<file path="config.mk">
export PLATFORM = sky130hd
export DESIGN_NAME = vtpg_core
export DESIGN_NICKNAME = d
export VERILOG_FILES = /design/src/pkg/vtpg_pkg.sv /design/src/core/vtpg_core.sv /design/src/core/vtpg_ycc_lut.sv
export SDC_FILE = /design/constraint.sdc
export NUM_CORES = 1
export LEC_CHECK = 0
export BUFFER_PORTS_ARGS = -buffer_cell sky130_fd_sc_hd__buf_2
export CAP_MARGIN = 20
export CORE_AREA = 3 3 227 229
export CTS_CLUSTER_SIZE = 40
export DETAILED_ROUTE_END_ITERATION = 12
export DIE_AREA = 0 0 230 232
export PLACE_DENSITY_LB_ADDON = 0.15
export SYNTH_ARGS = -nofsm -noshare
export SYNTH_HDL_FRONTEND = slang
export SYNTH_HIERARCHICAL = 1
export SYNTH_SLANG_ARGS = --single-unit
</file>
<file path="constraint.sdc">
create_clock -name ref_clk -period 9.5 [get_ports ref_clk]
set_input_delay 0.95 -clock ref_clk [delete_from_list [all_inputs] [get_ports ref_clk]]
set_output_delay 0.95 -clock ref_clk [all_outputs]
set_load 0.1 [all_outputs]
</file>
<file path="src/pkg/vtpg_pkg.sv">
// shared constants and types for the video test pattern generator
package vtpg_pkg;

	// ==========================================================
	// register addresses
	localparam logic [15:0] ADDR_CAM_SEL = 16'hC88C;
	localparam logic [15:0] ADDR_PAT_KIND = 16'hC88F;
	localparam logic [15:0] ADDR_RED_LVL = 16'hC890;
	localparam logic [15:0] ADDR_GREEN_LVL = 16'hC894;
	localparam logic [15:0] ADDR_BLUE_LVL = 16'hC898;

	// ==========================================================
	// reset values
	localparam logic [7:0] RST_CAM_SEL = 8'h00;
	localparam logic [7:0] RST_PAT_KIND = 8'h00;
	localparam logic [31:0] RST_LEVEL = 32'h0000_0000;
	localparam logic [15:0] LFSR_SEED = 16'hACE1;

	// ==========================================================
	// operating selector value and pattern kind codes
	localparam logic [7:0] SEL_TEST_PATTERN = 8'h02;
	localparam logic [7:0] PK_NONE = 8'h00;
	localparam logic [7:0] PK_FLAT = 8'h01;
	localparam logic [7:0] PK_BARS = 8'h02;
	localparam logic [7:0] PK_RAND = 8'h05;
	localparam logic [7:0] PK_FADE = 8'h08;
	localparam logic [7:0] PK_RAMP = 8'h09;
	localparam logic [7:0] PK_NTSC7 = 8'h14;
	localparam logic [7:0] PK_NTSC8 = 8'h15;
	localparam logic [7:0] PK_SMPTE = 8'h16;
	localparam logic [7:0] PK_NTSC8B = 8'h17;
	localparam logic [7:0] PK_PAL7 = 8'h1E;
	localparam logic [7:0] PK_PAL8 = 8'h1F;

	// ==========================================================
	// geometry: bar widths in pixels, smpte strip rows per field
	localparam logic [10:0] BAR_W_PROG = 11'h0A0;
	localparam logic [10:0] BAR_W_SD7 = 11'h066;
	localparam logic [10:0] BAR_W_SD8 = 11'h05A;
	localparam logic [2:0] LAST_BAR7 = 3'h6;
	localparam logic [2:0] LAST_BAR8 = 3'h7;
	localparam logic [10:0] SMPTE_ROW_MID = 11'h0A0;
	localparam logic [10:0] SMPTE_ROW_LOW = 11'h0B4;

	// ==========================================================
	// progressive levels; rgb on/off per bar, bar 0 in low bits
	localparam logic [11:0] FULL_LVL = 12'hFFF;
	localparam logic [11:0] FADE_MAX = 12'h7FF;
	localparam logic [23:0] BAR_RGB_SEQ = 24'h0654F7;

	// ==========================================================
	// packed {y, cb, cr} codes
	localparam logic [23:0] YCC_WHITE100 = 24'hEB8080;
	localparam logic [23:0] YCC_WHITE75 = 24'hB48080;
	localparam logic [23:0] YCC_YELLOW = 24'hA22C8E;
	localparam logic [23:0] YCC_CYAN = 24'h839C2C;
	localparam logic [23:0] YCC_GREEN = 24'h70483A;
	localparam logic [23:0] YCC_MAGENTA = 24'h54B8C6;
	localparam logic [23:0] YCC_RED = 24'h4164D4;
	localparam logic [23:0] YCC_BLUE = 24'h23D472;
	localparam logic [23:0] YCC_BLACK = 24'h108080;
	localparam logic [23:0] YCC_MINUS_I = 24'h109C61;
	localparam logic [23:0] YCC_PLUS_Q = 24'h10AB94;
	localparam logic [23:0] YCC_SUB_BLACK = 24'h078080;
	localparam logic [23:0] YCC_SUPER_BLACK = 24'h198080;

	// ==========================================================
	// types
	typedef enum logic [1:0] {
		OM_PROG,
		OM_NTSC,
		OM_PAL
	} vtpg_omode_t;

	typedef enum logic [3:0] {
		CL_WHITE100,
		CL_WHITE75,
		CL_YELLOW,
		CL_CYAN,
		CL_GREEN,
		CL_MAGENTA,
		CL_RED,
		CL_BLUE,
		CL_BLACK,
		CL_MINUS_I,
		CL_PLUS_Q,
		CL_SUB_BLACK,
		CL_SUPER_BLACK
	} vtpg_color_t;

endpackage

</file>
<file path="src/core/vtpg_core.sv">
// test pattern generator that stands in front of the colour pipeline
`timescale 1ns/1ps

module vtpg_core (
	// clock and reset
	input wire logic ref_clk,
	input wire logic arst_n,
	// register port
	input wire logic reg_wr,
	input wire logic reg_rd,
	input wire logic [15:0] reg_addr,
	input wire logic [31:0] reg_wdata,
	output logic [31:0] reg_rdata,
	// configuration control
	input wire logic cfg_apply,
	input wire logic refresh,
	input vtpg_pkg::vtpg_omode_t out_mode,
	// sensor stream
	input wire logic pix_valid,
	input wire logic pix_sof,
	input wire logic pix_sol,
	input wire logic [11:0] pix_data,
	// stream to colour pipeline
	output logic out_valid,
	output logic out_sof,
	output logic out_sol,
	output logic [11:0] out_c0,
	output logic [11:0] out_c1,
	output logic [11:0] out_c2,
	output logic out_ycc,
	// status
	output logic tp_active,
	output logic [7:0] active_kind
);
	import vtpg_pkg::*;

	// ==========================================================
	// reset release
	logic rst_s1_q;
	logic rst_n_q;

	always_ff @(posedge ref_clk or negedge arst_n) begin
		if (!arst_n) begin
			rst_s1_q <= 1'b0;
			rst_n_q <= 1'b0;
		end else begin
			rst_s1_q <= 1'b1;
			rst_n_q <= rst_s1_q;
		end
	end

	// ==========================================================
	// host registers
	logic [7:0] sel_q;
	logic [7:0] kind_q;
	logic [31:0] red_q;
	logic [31:0] green_q;
	logic [31:0] blue_q;
	logic [31:0] rdata_q;
	logic [31:0] rd_mux;

	wire hit_sel = reg_addr == ADDR_CAM_SEL;
	wire hit_kind = reg_addr == ADDR_PAT_KIND;
	wire hit_red = reg_addr == ADDR_RED_LVL;
	wire hit_green = reg_addr == ADDR_GREEN_LVL;
	wire hit_blue = reg_addr == ADDR_BLUE_LVL;

	// unmapped addresses read as zero
	assign rd_mux = hit_sel ? {24'h000000, sel_q} :
		hit_kind ? {24'h000000, kind_q} :
		hit_red ? red_q :
		hit_green ? green_q :
		hit_blue ? blue_q : 32'h0000_0000;

	always_ff @(posedge ref_clk or negedge rst_n_q) begin
		if (!rst_n_q) begin
			sel_q <= RST_CAM_SEL;
			kind_q <= RST_PAT_KIND;
			red_q <= RST_LEVEL;
			green_q <= RST_LEVEL;
			blue_q <= RST_LEVEL;
			rdata_q <= 32'h0000_0000;
		end else begin
			if (reg_wr && hit_sel)
				sel_q <= reg_wdata[7:0];
			if (reg_wr && hit_kind)
				kind_q <= reg_wdata[7:0];
			if (reg_wr && hit_red)
				red_q <= reg_wdata;
			if (reg_wr && hit_green)
				green_q <= reg_wdata;
			if (reg_wr && hit_blue)
				blue_q <= reg_wdata;
			if (reg_rd)
				rdata_q <= rd_mux;
		end
	end

	// ==========================================================
	// apply: written selection becomes the live one
	wire is_prog = kind_q == PK_FLAT || kind_q == PK_BARS ||
		kind_q == PK_RAND || kind_q == PK_FADE || kind_q == PK_RAMP;
	wire is_ntsc = kind_q == PK_NTSC7 || kind_q == PK_NTSC8 ||
		kind_q == PK_SMPTE || kind_q == PK_NTSC8B;
	wire is_pal = kind_q == PK_PAL7 || kind_q == PK_PAL8;
	wire code_ok = (out_mode == OM_PROG) ? is_prog :
		(out_mode == OM_NTSC) ? is_ntsc :
		(out_mode == OM_PAL) ? is_pal : 1'b0;
	wire go_sensor = cfg_apply && kind_q == PK_NONE;
	wire go_pattern = cfg_apply && sel_q == SEL_TEST_PATTERN &&
		kind_q != PK_NONE && code_ok;

	logic act_q;
	logic [7:0] akind_q;
	logic [11:0] lvl_r_q;
	logic [11:0] lvl_g_q;
	logic [11:0] lvl_b_q;

	always_ff @(posedge ref_clk or negedge rst_n_q) begin
		if (!rst_n_q) begin
			act_q <= 1'b0;
			akind_q <= PK_NONE;
			lvl_r_q <= 12'h000;
			lvl_g_q <= 12'h000;
			lvl_b_q <= 12'h000;
		end else begin
			if (go_sensor) begin
				act_q <= 1'b0;
				akind_q <= PK_NONE;
			end else if (go_pattern) begin
				act_q <= 1'b1;
				akind_q <= kind_q;
			end
			// levels only move on refresh or a fresh apply
			if (refresh || go_pattern) begin
				lvl_r_q <= red_q[11:0];
				lvl_g_q <= green_q[11:0];
				lvl_b_q <= blue_q[11:0];
			end
		end
	end

	// ==========================================================
	// raster position and bar stepping
	logic [10:0] col_q;
	logic [10:0] row_q;
	logic [10:0] bcnt_q;
	logic [2:0] bidx_q;
	logic [15:0] lfsr_q;

	wire seven = akind_q == PK_NTSC7 || akind_q == PK_PAL7 ||
		akind_q == PK_SMPTE;
	wire prog_bars = akind_q == PK_BARS || akind_q == PK_FADE;
	wire [10:0] bar_w = prog_bars ? BAR_W_PROG :
		seven ? BAR_W_SD7 : BAR_W_SD8;
	wire [2:0] last_bar = seven ? LAST_BAR7 : LAST_BAR8;
	wire [10:0] cur_col = pix_sol ? 11'h000 : col_q;
	wire [10:0] cur_row = pix_sof ? 11'h000 :
		pix_sol ? row_q + 11'h001 : row_q;
	wire [10:0] cur_bcnt = pix_sol ? 11'h000 : bcnt_q;
	wire [2:0] cur_bidx = pix_sol ? 3'h0 : bidx_q;
	wire bar_end = cur_bcnt == bar_w - 11'h001;
	wire [15:0] lfsr_cur = pix_sof ? LFSR_SEED : lfsr_q;
	wire lfsr_fb = lfsr_cur[15] ^ lfsr_cur[13] ^ lfsr_cur[12] ^
		lfsr_cur[10];

	always_ff @(posedge ref_clk or negedge rst_n_q) begin
		if (!rst_n_q) begin
			col_q <= 11'h000;
			row_q <= 11'h000;
			bcnt_q <= 11'h000;
			bidx_q <= 3'h0;
			lfsr_q <= LFSR_SEED;
		end else if (pix_valid) begin
			col_q <= cur_col + 11'h001;
			row_q <= cur_row;
			bcnt_q <= bar_end ? 11'h000 : cur_bcnt + 11'h001;
			if (bar_end && cur_bidx != last_bar)
				bidx_q <= cur_bidx + 3'h1;
			else
				bidx_q <= cur_bidx;
			lfsr_q <= {lfsr_cur[14:0], lfsr_fb};
		end
	end

	// ==========================================================
	// interlaced bar colour choice
	vtpg_color_t sd_color;
	logic [7:0] sd_y;
	logic [7:0] sd_cb;
	logic [7:0] sd_cr;

	wire white75 = akind_q == PK_NTSC8B || akind_q == PK_SMPTE;
	wire smpte_mid = akind_q == PK_SMPTE && cur_row >= SMPTE_ROW_MID &&
		cur_row < SMPTE_ROW_LOW;
	wire smpte_low = akind_q == PK_SMPTE && cur_row >= SMPTE_ROW_LOW;

	always_comb begin
		sd_color = CL_BLACK;
		if (smpte_low) begin
			case (cur_bidx)
				3'h0: sd_color = CL_MINUS_I;
				3'h1: sd_color = CL_WHITE75;
				3'h2: sd_color = CL_PLUS_Q;
				3'h4: sd_color = CL_SUB_BLACK;
				3'h5: sd_color = CL_SUPER_BLACK;
				default: sd_color = CL_BLACK;
			endcase
		end else if (smpte_mid) begin
			case (cur_bidx)
				3'h0: sd_color = CL_BLUE;
				3'h2: sd_color = CL_MAGENTA;
				3'h4: sd_color = CL_CYAN;
				3'h6: sd_color = CL_WHITE75;
				default: sd_color = CL_BLACK;
			endcase
		end else begin
			case (cur_bidx)
				3'h0: sd_color = white75 ? CL_WHITE75 : CL_WHITE100;
				3'h1: sd_color = CL_YELLOW;
				3'h2: sd_color = CL_CYAN;
				3'h3: sd_color = CL_GREEN;
				3'h4: sd_color = CL_MAGENTA;
				3'h5: sd_color = CL_RED;
				3'h6: sd_color = CL_BLUE;
				default: sd_color = CL_BLACK;
			endcase
		end
	end

	vtpg_ycc_lut u_lut (
		.color(sd_color),
		.y(sd_y),
		.cb(sd_cb),
		.cr(sd_cr)
	);

	// ==========================================================
	// progressive pattern values
	wire [2:0] rgb_on = BAR_RGB_SEQ[{1'b0, cur_bidx, 1'b0} +
		{2'b00, cur_bidx} +: 3];
	wire [11:0] row_x2 = {cur_row, 1'b0};
	// fade saturates at mid grey so the bottom rows all meet there
	wire [11:0] fade = (row_x2 > FADE_MAX) ? FADE_MAX : row_x2;
	wire [11:0] ramp = {cur_col, 1'b0};

	function automatic logic [11:0] fade_ch(input logic on,
		input logic [11:0] f);
		fade_ch = on ? FULL_LVL - f : f;
	endfunction

	logic [11:0] c0_d;
	logic [11:0] c1_d;
	logic [11:0] c2_d;
	logic ycc_d;

	always_comb begin
		c0_d = pix_data;
		c1_d = 12'h000;
		c2_d = 12'h000;
		ycc_d = 1'b0;
		if (act_q) begin
			case (akind_q)
				PK_FLAT: begin
					c0_d = lvl_r_q;
					c1_d = lvl_g_q;
					c2_d = lvl_b_q;
				end
				PK_BARS: begin
					c0_d = rgb_on[2] ? FULL_LVL : 12'h000;
					c1_d = rgb_on[1] ? FULL_LVL : 12'h000;
					c2_d = rgb_on[0] ? FULL_LVL : 12'h000;
				end
				PK_RAND: begin
					c0_d = lfsr_cur[11:0];
					c1_d = lfsr_cur[15:4];
					c2_d = {lfsr_cur[7:0], lfsr_cur[15:12]};
				end
				PK_FADE: begin
					c0_d = fade_ch(rgb_on[2], fade);
					c1_d = fade_ch(rgb_on[1], fade);
					c2_d = fade_ch(rgb_on[0], fade);
				end
				PK_RAMP: begin
					c0_d = ramp;
					c1_d = ramp;
					c2_d = ramp;
				end
				default: begin
					c0_d = {4'h0, sd_y};
					c1_d = {4'h0, sd_cb};
					c2_d = {4'h0, sd_cr};
					ycc_d = 1'b1;
				end
			endcase
		end
	end

	// ==========================================================
	// output stage
	logic out_valid_q;
	logic out_sof_q;
	logic out_sol_q;
	logic [11:0] c0_q;
	logic [11:0] c1_q;
	logic [11:0] c2_q;
	logic ycc_q;

	always_ff @(posedge ref_clk or negedge rst_n_q) begin
		if (!rst_n_q) begin
			out_valid_q <= 1'b0;
			out_sof_q <= 1'b0;
			out_sol_q <= 1'b0;
			c0_q <= 12'h000;
			c1_q <= 12'h000;
			c2_q <= 12'h000;
			ycc_q <= 1'b0;
		end else begin
			out_valid_q <= pix_valid;
			out_sof_q <= pix_valid && pix_sof;
			out_sol_q <= pix_valid && pix_sol;
			if (pix_valid) begin
				c0_q <= c0_d;
				c1_q <= c1_d;
				c2_q <= c2_d;
				ycc_q <= ycc_d;
			end
		end
	end

	assign reg_rdata = rdata_q;
	assign out_valid = out_valid_q;
	assign out_sof = out_sof_q;
	assign out_sol = out_sol_q;
	assign out_c0 = c0_q;
	assign out_c1 = c1_q;
	assign out_c2 = c2_q;
	assign out_ycc = ycc_q;
	assign tp_active = act_q;
	assign active_kind = akind_q;

endmodule

</file>
<file path="src/core/vtpg_ycc_lut.sv">
// colour name to luma and chroma code lookup
`timescale 1ns/1ps

module vtpg_ycc_lut (
	// colour in
	input vtpg_pkg::vtpg_color_t color,
	// codes out
	output logic [7:0] y,
	output logic [7:0] cb,
	output logic [7:0] cr
);
	import vtpg_pkg::*;

	logic [23:0] ycc;

	always_comb begin
		case (color)
			CL_WHITE100: ycc = YCC_WHITE100;
			CL_WHITE75: ycc = YCC_WHITE75;
			CL_YELLOW: ycc = YCC_YELLOW;
			CL_CYAN: ycc = YCC_CYAN;
			CL_GREEN: ycc = YCC_GREEN;
			CL_MAGENTA: ycc = YCC_MAGENTA;
			CL_RED: ycc = YCC_RED;
			CL_BLUE: ycc = YCC_BLUE;
			CL_BLACK: ycc = YCC_BLACK;
			CL_MINUS_I: ycc = YCC_MINUS_I;
			CL_PLUS_Q: ycc = YCC_PLUS_Q;
			CL_SUB_BLACK: ycc = YCC_SUB_BLACK;
			CL_SUPER_BLACK: ycc = YCC_SUPER_BLACK;
			default: ycc = YCC_BLACK;
		endcase
	end

	assign y = ycc[23:16];
	assign cb = ycc[15:8];
	assign cr = ycc[7:0];

endmodule

</file>
After elaboration in Yosys (flattened, before gate mapping)
Memories as Yosys holds them, arrays and structs flattened.
Cells that the tools add are included.

word-level totals
  memories kept = 1
  ROM bits = 384
  logic and storage cells = 155
  register bits after elaboration = 283
  output and inout bits = 81
  input bits = 71

operators by class
  shift-type cells = 1
  $lt $le $gt $ge = 4
  bitwise operators = 3
  reductions and logical operators = 34
  equality and inequality tests = 36
  add/subtract/negate cells = 7
  muxes and demuxes = 44

memories
  memory           depth  width  rd ports  clocked after memory_dff  write ports  line                source
  (no name shown)  16     24     1         0                         0            vtpg_ycc_lut.sv:17  case (color)

operator list
  kind                     count
  $pmux 12 s5              3
  $mux 32                  5
  $mux 12                  10
  $eq 16x16->1 const B     5
  $eq 8x5->1 const B       10
  $mux 11                  5
  $add 11x1->11 const B    3
  $eq 8x4->1 const B       4
  $pmux 4 s7               1
  $eq 8x2->1 const B       3
  $mux 8                   3
  $shiftx 24x6->3 const A  1
  $ge 11x8->1 const B      2
  $pmux 4 s5               1
  $eq 8x1->1 const B       2
  $eq 8x3->1 const B       2
  $mux 16                  1
  $pmux 4 s4               1
  $logic_and 1x1->1        15
  $logic_or 1x1->1         13
  $gt 12x11->1 const B     1
  $sub 12x12->12 const A   1
  $eq 11x11->1             1
  $lt 11x8->1 const B      1
  20 further kinds         35

Longest topological paths before layout
An unclocked memory read counts as a cell.

  word-level depth = 11
  mapped depth = 18
  mapped depth without buffers = 16

Modules after synthesis
The synthesis kept the hierarchy.

modules (own cells, without submodules)
  module        sequential area each (um2)  cells each  area an instance (um2)  times used
  vtpg_core     7091.8                      1415        14363.8                 1
  vtpg_ycc_lut  0.0                         63          479.2                   1

Least setup slack after synthesis
OpenSTA, ideal clock, no wires.

  kind = register -> register
  start point = register akind_q[5], in the netlist active_kind[5]
  end point = register c0_q[5], in the netlist out_c0[5]
  library setup time = 0.082 ns
  stages on the path, launching flop included = 17
  arrival time = 4.309 ns
  required time = 9.418 ns
  buffers on the path = 1
  clock period less this slack = 4.391 ns
  setup slack = 5.109 ns
  path through = dfrtp_1 -> or3_1 -> buf_2 -> or4_4 -> a211o_1 -> nor4_4 -> nand3_2 -> mux2_1 -> mux2i_1 -> inv_1 -> ha_1 -> nand2_1 -> o211a_1 -> o21ai_0 -> nand3_1 -> o21ai_0 -> a31oi_1

between the ends
  longest elaborated chain between the ends = 9
  elaborated cells between the ends (all ways) = 18
  those cells by class = 7 x eq/ne; 6 x mux; 4 x reduce/logical; 1 x memory

RTL lines
  element                        line                                                  source
  from (decl)                    vtpg_core.sv:114                                      logic [7:0] akind_q;
  from (signal assigned)         vtpg_core.sv:132                                      akind_q <= kind_q;
  $eq 8x5->1 (on tied branches)  vtpg_core.sv:193, vtpg_core.sv:194, vtpg_core.sv:196
  $logic_or 1x1->1               vtpg_core.sv:193                                      wire white75 = akind_q == PK_NTSC8B || akind_q == PK_SMPTE;
  $mux 1                         vtpg_core.sv:219                                      3'h0: sd_color = white75 ? CL_WHITE75 : CL_WHITE100;
  $pmux 4 s7                     vtpg_core.sv:218                                      case (cur_bidx)
  $mux 4                         vtpg_core.sv:209                                      end else if (smpte_mid) begin
  $mux 4 (*)                     vtpg_core.sv:200                                      if (smpte_low) begin
  net sd_color[0]                vtpg_core.sv:188                                      vtpg_color_t sd_color;
  $mem_v2 16x24 (*)              --
  net sd_y[5]                    vtpg_core.sv:189                                      logic [7:0] sd_y;
  $pmux 12 s5 (*)                vtpg_core.sv:263                                      case (akind_q)
  $mux 12 (*)                    vtpg_core.sv:262                                      if (act_q) begin
  to (signal assigned)           vtpg_core.sv:314                                      c0_q <= 12'h000;
  to (signal assigned)           vtpg_core.sv:323                                      c0_q <= c0_d;
  to (decl)                      vtpg_core.sv:304                                      logic [11:0] c0_q;

Mark *: on every way through the listed nets, which the timed path passes. The rest lies on a longest branch.
A chain may end at the register's enable or synchronous reset.

Final worst setup path
  start point = input port pix_sol
  end point = register c2_q[2], in the netlist out_c2[2]

between the ends
  longest elaborated chain between the ends = 10
  elaborated cells between the ends (all ways) = 32
  those cells by class = 2 x add/sub; 4 x order compare; 6 x eq/ne; 1 x shift; 14 x mux; 4 x reduce/logical; 1 x memory

RTL lines
  element                         line              source
  from (decl)                     vtpg_core.sv:21   input wire logic pix_sol,
  $mux 11                         vtpg_core.sv:159  pix_sol ? row_q + 11'h001 : row_q;
  $mux 11                         vtpg_core.sv:158  wire [10:0] cur_row = pix_sof ? 11'h000 :
  $ge 11x8->1                     vtpg_core.sv:194  wire smpte_mid = akind_q == PK_SMPTE && cur_row >= SMPTE_ROW_MID &&
  $logic_and 1x1->1 (2 in a row)  vtpg_core.sv:194
  $mux 4                          vtpg_core.sv:209
  $mux 4 (*)                      vtpg_core.sv:200
  net sd_color[0]                 vtpg_core.sv:188
  $mem_v2 16x24 (*)               --
  net sd_cr[2]                    vtpg_core.sv:191  logic [7:0] sd_cr;
  $pmux 12 s5 (*)                 vtpg_core.sv:263
  $mux 12 (*)                     vtpg_core.sv:262
  to (signal assigned)            vtpg_core.sv:316  c2_q <= 12'h000;
  to (signal assigned)            vtpg_core.sv:325  c2_q <= c2_d;
  to (decl)                       vtpg_core.sv:306  logic [11:0] c2_q;

Marks and branches as above.

==> impl_metrics.toml <==
[setup_path]
startpoint_type = "primary input"
rr_startpoint = "row_q[2]"
crit_arrival_ps = 5710
crit_type = "in2reg"
r2r_end = "out_c2[2]"
crit_fanout = 44
endpoint_kind = "flip-flop"
reg2reg_depth = 13
required_ps = 9950
reg2reg_slack_ps = 4730

[detailed_routing]
drt_iter0_markers = 829
wl_um = 47600
num_vias = 11800
wl_per_cell_um = 20.8
ant_nets = 0
drc_errors = 0
viasPerCell = 5.15
first_pass_iters = 5

[synth]
synth-compound-area-share_pct = 16.6
syn_area_per_cell_um2 = 10.0
synth_area_um2 = 14800
synth_xor_area_share_pct = 2.54
syn-num-nets = 1564
synthSimpleGateAreaFrac_pct = 12.6
synth_fa_ha_area_share_pct = 1.26
synth-edff-count = 0
yosys_register_bits = 283
yosys_warnings = 6
synth_top_family_by_area = "compound AO/OA/AOI/OAI gates"
ys_types = 87
ys_seq_area_share_pct = 47.8
synth_flop_cell = "dfrtp_1"
ys_async_sr_fraction_pct = 100
synthCells = 1478
synth_mux_area_share_pct = 13.6

[global_route]
grt_pass1_wl_um = 73700
grt_pass1_vias = 11800
antenna_found_initial = 4
gr-total-overflow = 0
grt_use_total_pct = 17.8
grt_start_max_net_pins = 173

[timing]
max_slew_margin_pct = 32.2
setup_viol = 0
hold_slack_ps = 189
clock.fmax_mhz = 190
finClkSkew_ps = 11.9
post-route-min-period_ps = 5270
drv_slew = 0
hold_viol_final = 0
finalSetupTns_ps = 0
fin_crit_sh_pct = 55.4
setup_ws_ps = 4230
tightest_slew_ps = 1020
rsz0062_at_grt = "no"

[run]
drv_cap = 0

[clock_tree]
cts_setup_buffers = 0
clock-sinks = 283
cts.clk_slew.worst_paths_ps = 60
clk_path_buf_depth = 3
cts_resized = 0
cts_buffers = 35
clkLatencyLatePin_ps = 550
holdBufCountCts = 0
cts_root_buffer = "clkbuf_16"
cts_tree = "yes"
htree_num_levels = 2

[layout]
area_delta_synth_final_pct = 17.5
drive_gt1_share_pct = 26.9
design_area_um2 = 17400
fin_util_pct = 35.0
fin_nets = 1674

[place]
dp_hpwl_um = 32600
pre_cts_slack_ps = 3700
place_area_um2 = 16200
portBuffers = 151
gp_congestion = 0.878

[floorplan]
start_util_pct = 29.8
die_h_um = 232
rows = 82
core_um2 = 49900
die_width_um = 230
die_area_um2 = 53400
ios = 152

[power_and_ir_drop]
p_per_area_nw_per_um2 = 176
peakVddDrop_mv = 0.109
p_leak_nw = 7.73

[min_path]
min_path_type = "in2async"

[outcome]
status = "completed"
[flip-flops by register name, summed over array words and instances, names as in the netlist, 11 cells and up]
register and flops:
col_q 11, blue_q 32, bcnt_q 11, out_c2 12, red_q 32, lvl_b_q 12
out_c1 12, green_q 32, lvl_g_q 12, lfsr_q 16, reg_rdata 32, row_q 11
out_c0 12, lvl_r_q 12
[Yosys cell counts (all sizes together), types with 23 or more instances]
master | number | area share [%]
mux2 | 166 | 13
nor2b | 34 | 1.4
buf | 36 | 1.4
a31oi | 23 | 1.0
nor2 | 79 | 2.0
xnor2 | 39 | 2.3
a22oi | 23 | 1.2
clkbuf | 64 | 1.6
nand2 | 102 | 2.6
dfrtp | 275 | 46
o22ai | 34 | 1.5
nand3 | 28 | 0.98
o21ai | 127 | 4.4
o221ai | 25 | 1.5
inv | 105 | 2.7
a21oi | 91 | 3.2
[kinds of logic (layout without fill, tap and decap cells)]
group,count (synthesis),count (layout)
compound gates,390,390
simple gates,359,359
flops,283,283
buf+inv,206,343
mux,181,181
xor+xnor,43,43
fa+ha+maj,15,15
other cells,1,2
[layer usage]
metal,vias to the layer above,GRT usage (%),wire [um]
li1,5492,-,-
met1,5934,24.3,21800
met2,280,29.0,22400
met3,79,3.10,2200
met4,4,4.93,1060
met5,-,0,27
[worst max-delay path by stage]
stage | from | to
4_1_cts | pix_sol | out_c2[2]
3_5_place_dp | pix_sol | out_c2[2]
5_1_grt | pix_sol | out_c0[5]
2_1_floorplan | rst_n_q | active_kind[0]
3_3_place_gp | pix_sol | out_c1[5]
6_report | pix_sol | out_c2[2]
[cell type report]
class | instances | area [um^2]
clock buffer | 49 | 1010
timing repair buffer | 173 | 936
fill | 5176 | 32400
inverter | 106 | 398
tap | 672 | 841
multi-input combinational | 989 | 6930
sequential | 283 | 7100
clock inverter | 15 | 236
antenna | 1 | 2.50
[metrics by stage]
stage	instances	power, W
2_1_floorplan	1478	0.00154
3_3_place_gp	2223	0.00164
4_1_cts	2287	0.00311
6_report	2288	0.00306
3_5_place_dp	2223	0.00164
5_1_grt	2287	0.00319
[where the power goes]
group	internal, W	leakage (nW)	total (W)	switching [W]
registers	0.00125	3.81	0.00130	0.0000521
clock network	0.000887	0.614	0.00144	0.000557
logic	0.0000889	3.30	0.000317	0.000228
total	0.00222	7.73	0.00306	0.000838
[placed cells by master (no fill, tap or decap), types with 8 or more instances in the layout]
cell type | synthesis | layout
nand3b_1 | 13 | 13
nand3_1 | 27 | 27
nor3_1 | 14 | 13
dfrtp_1 | 275 | 274
nand2_1 | 101 | 101
ha_1 | 15 | 15
o221ai_1 | 25 | 25
a211oi_1 | 9 | 9
a31oi_1 | 22 | 22
nor2_1 | 77 | 77
a221oi_1 | 13 | 13
nor2b_1 | 33 | 33
and3_1 | 8 | 8
buf_2 | 19 | 150
dfstp_2 | 8 | 8
mux2i_1 | 15 | 14
clkbuf_8 | 0 | 8
and2_1 | 10 | 10
a22oi_1 | 23 | 23
inv_1 | 104 | 104
a21oi_1 | 86 | 86
clkbuf_16 | 0 | 35
o21ai_0 | 121 | 121
xnor2_1 | 39 | 39
nand2b_1 | 18 | 18
nand4_1 | 11 | 11
o22ai_1 | 32 | 32
buf_4 | 1 | 22
mux2_2 | 162 | 162
[critical path: stages]
cell	delay, ps
buf_2	80
buf_4	400
nand4_1	540
o31a_1	470
a311oi_2	620
nor4_4	110
nand3_2	150
mux2_1	330
mux2i_1	560
inv_1	270
ha_1	450
nand2_1	150
o22ai_2	190
o21ai_0	120
a221oi_1	300
(Power assumes the default switching activity.)
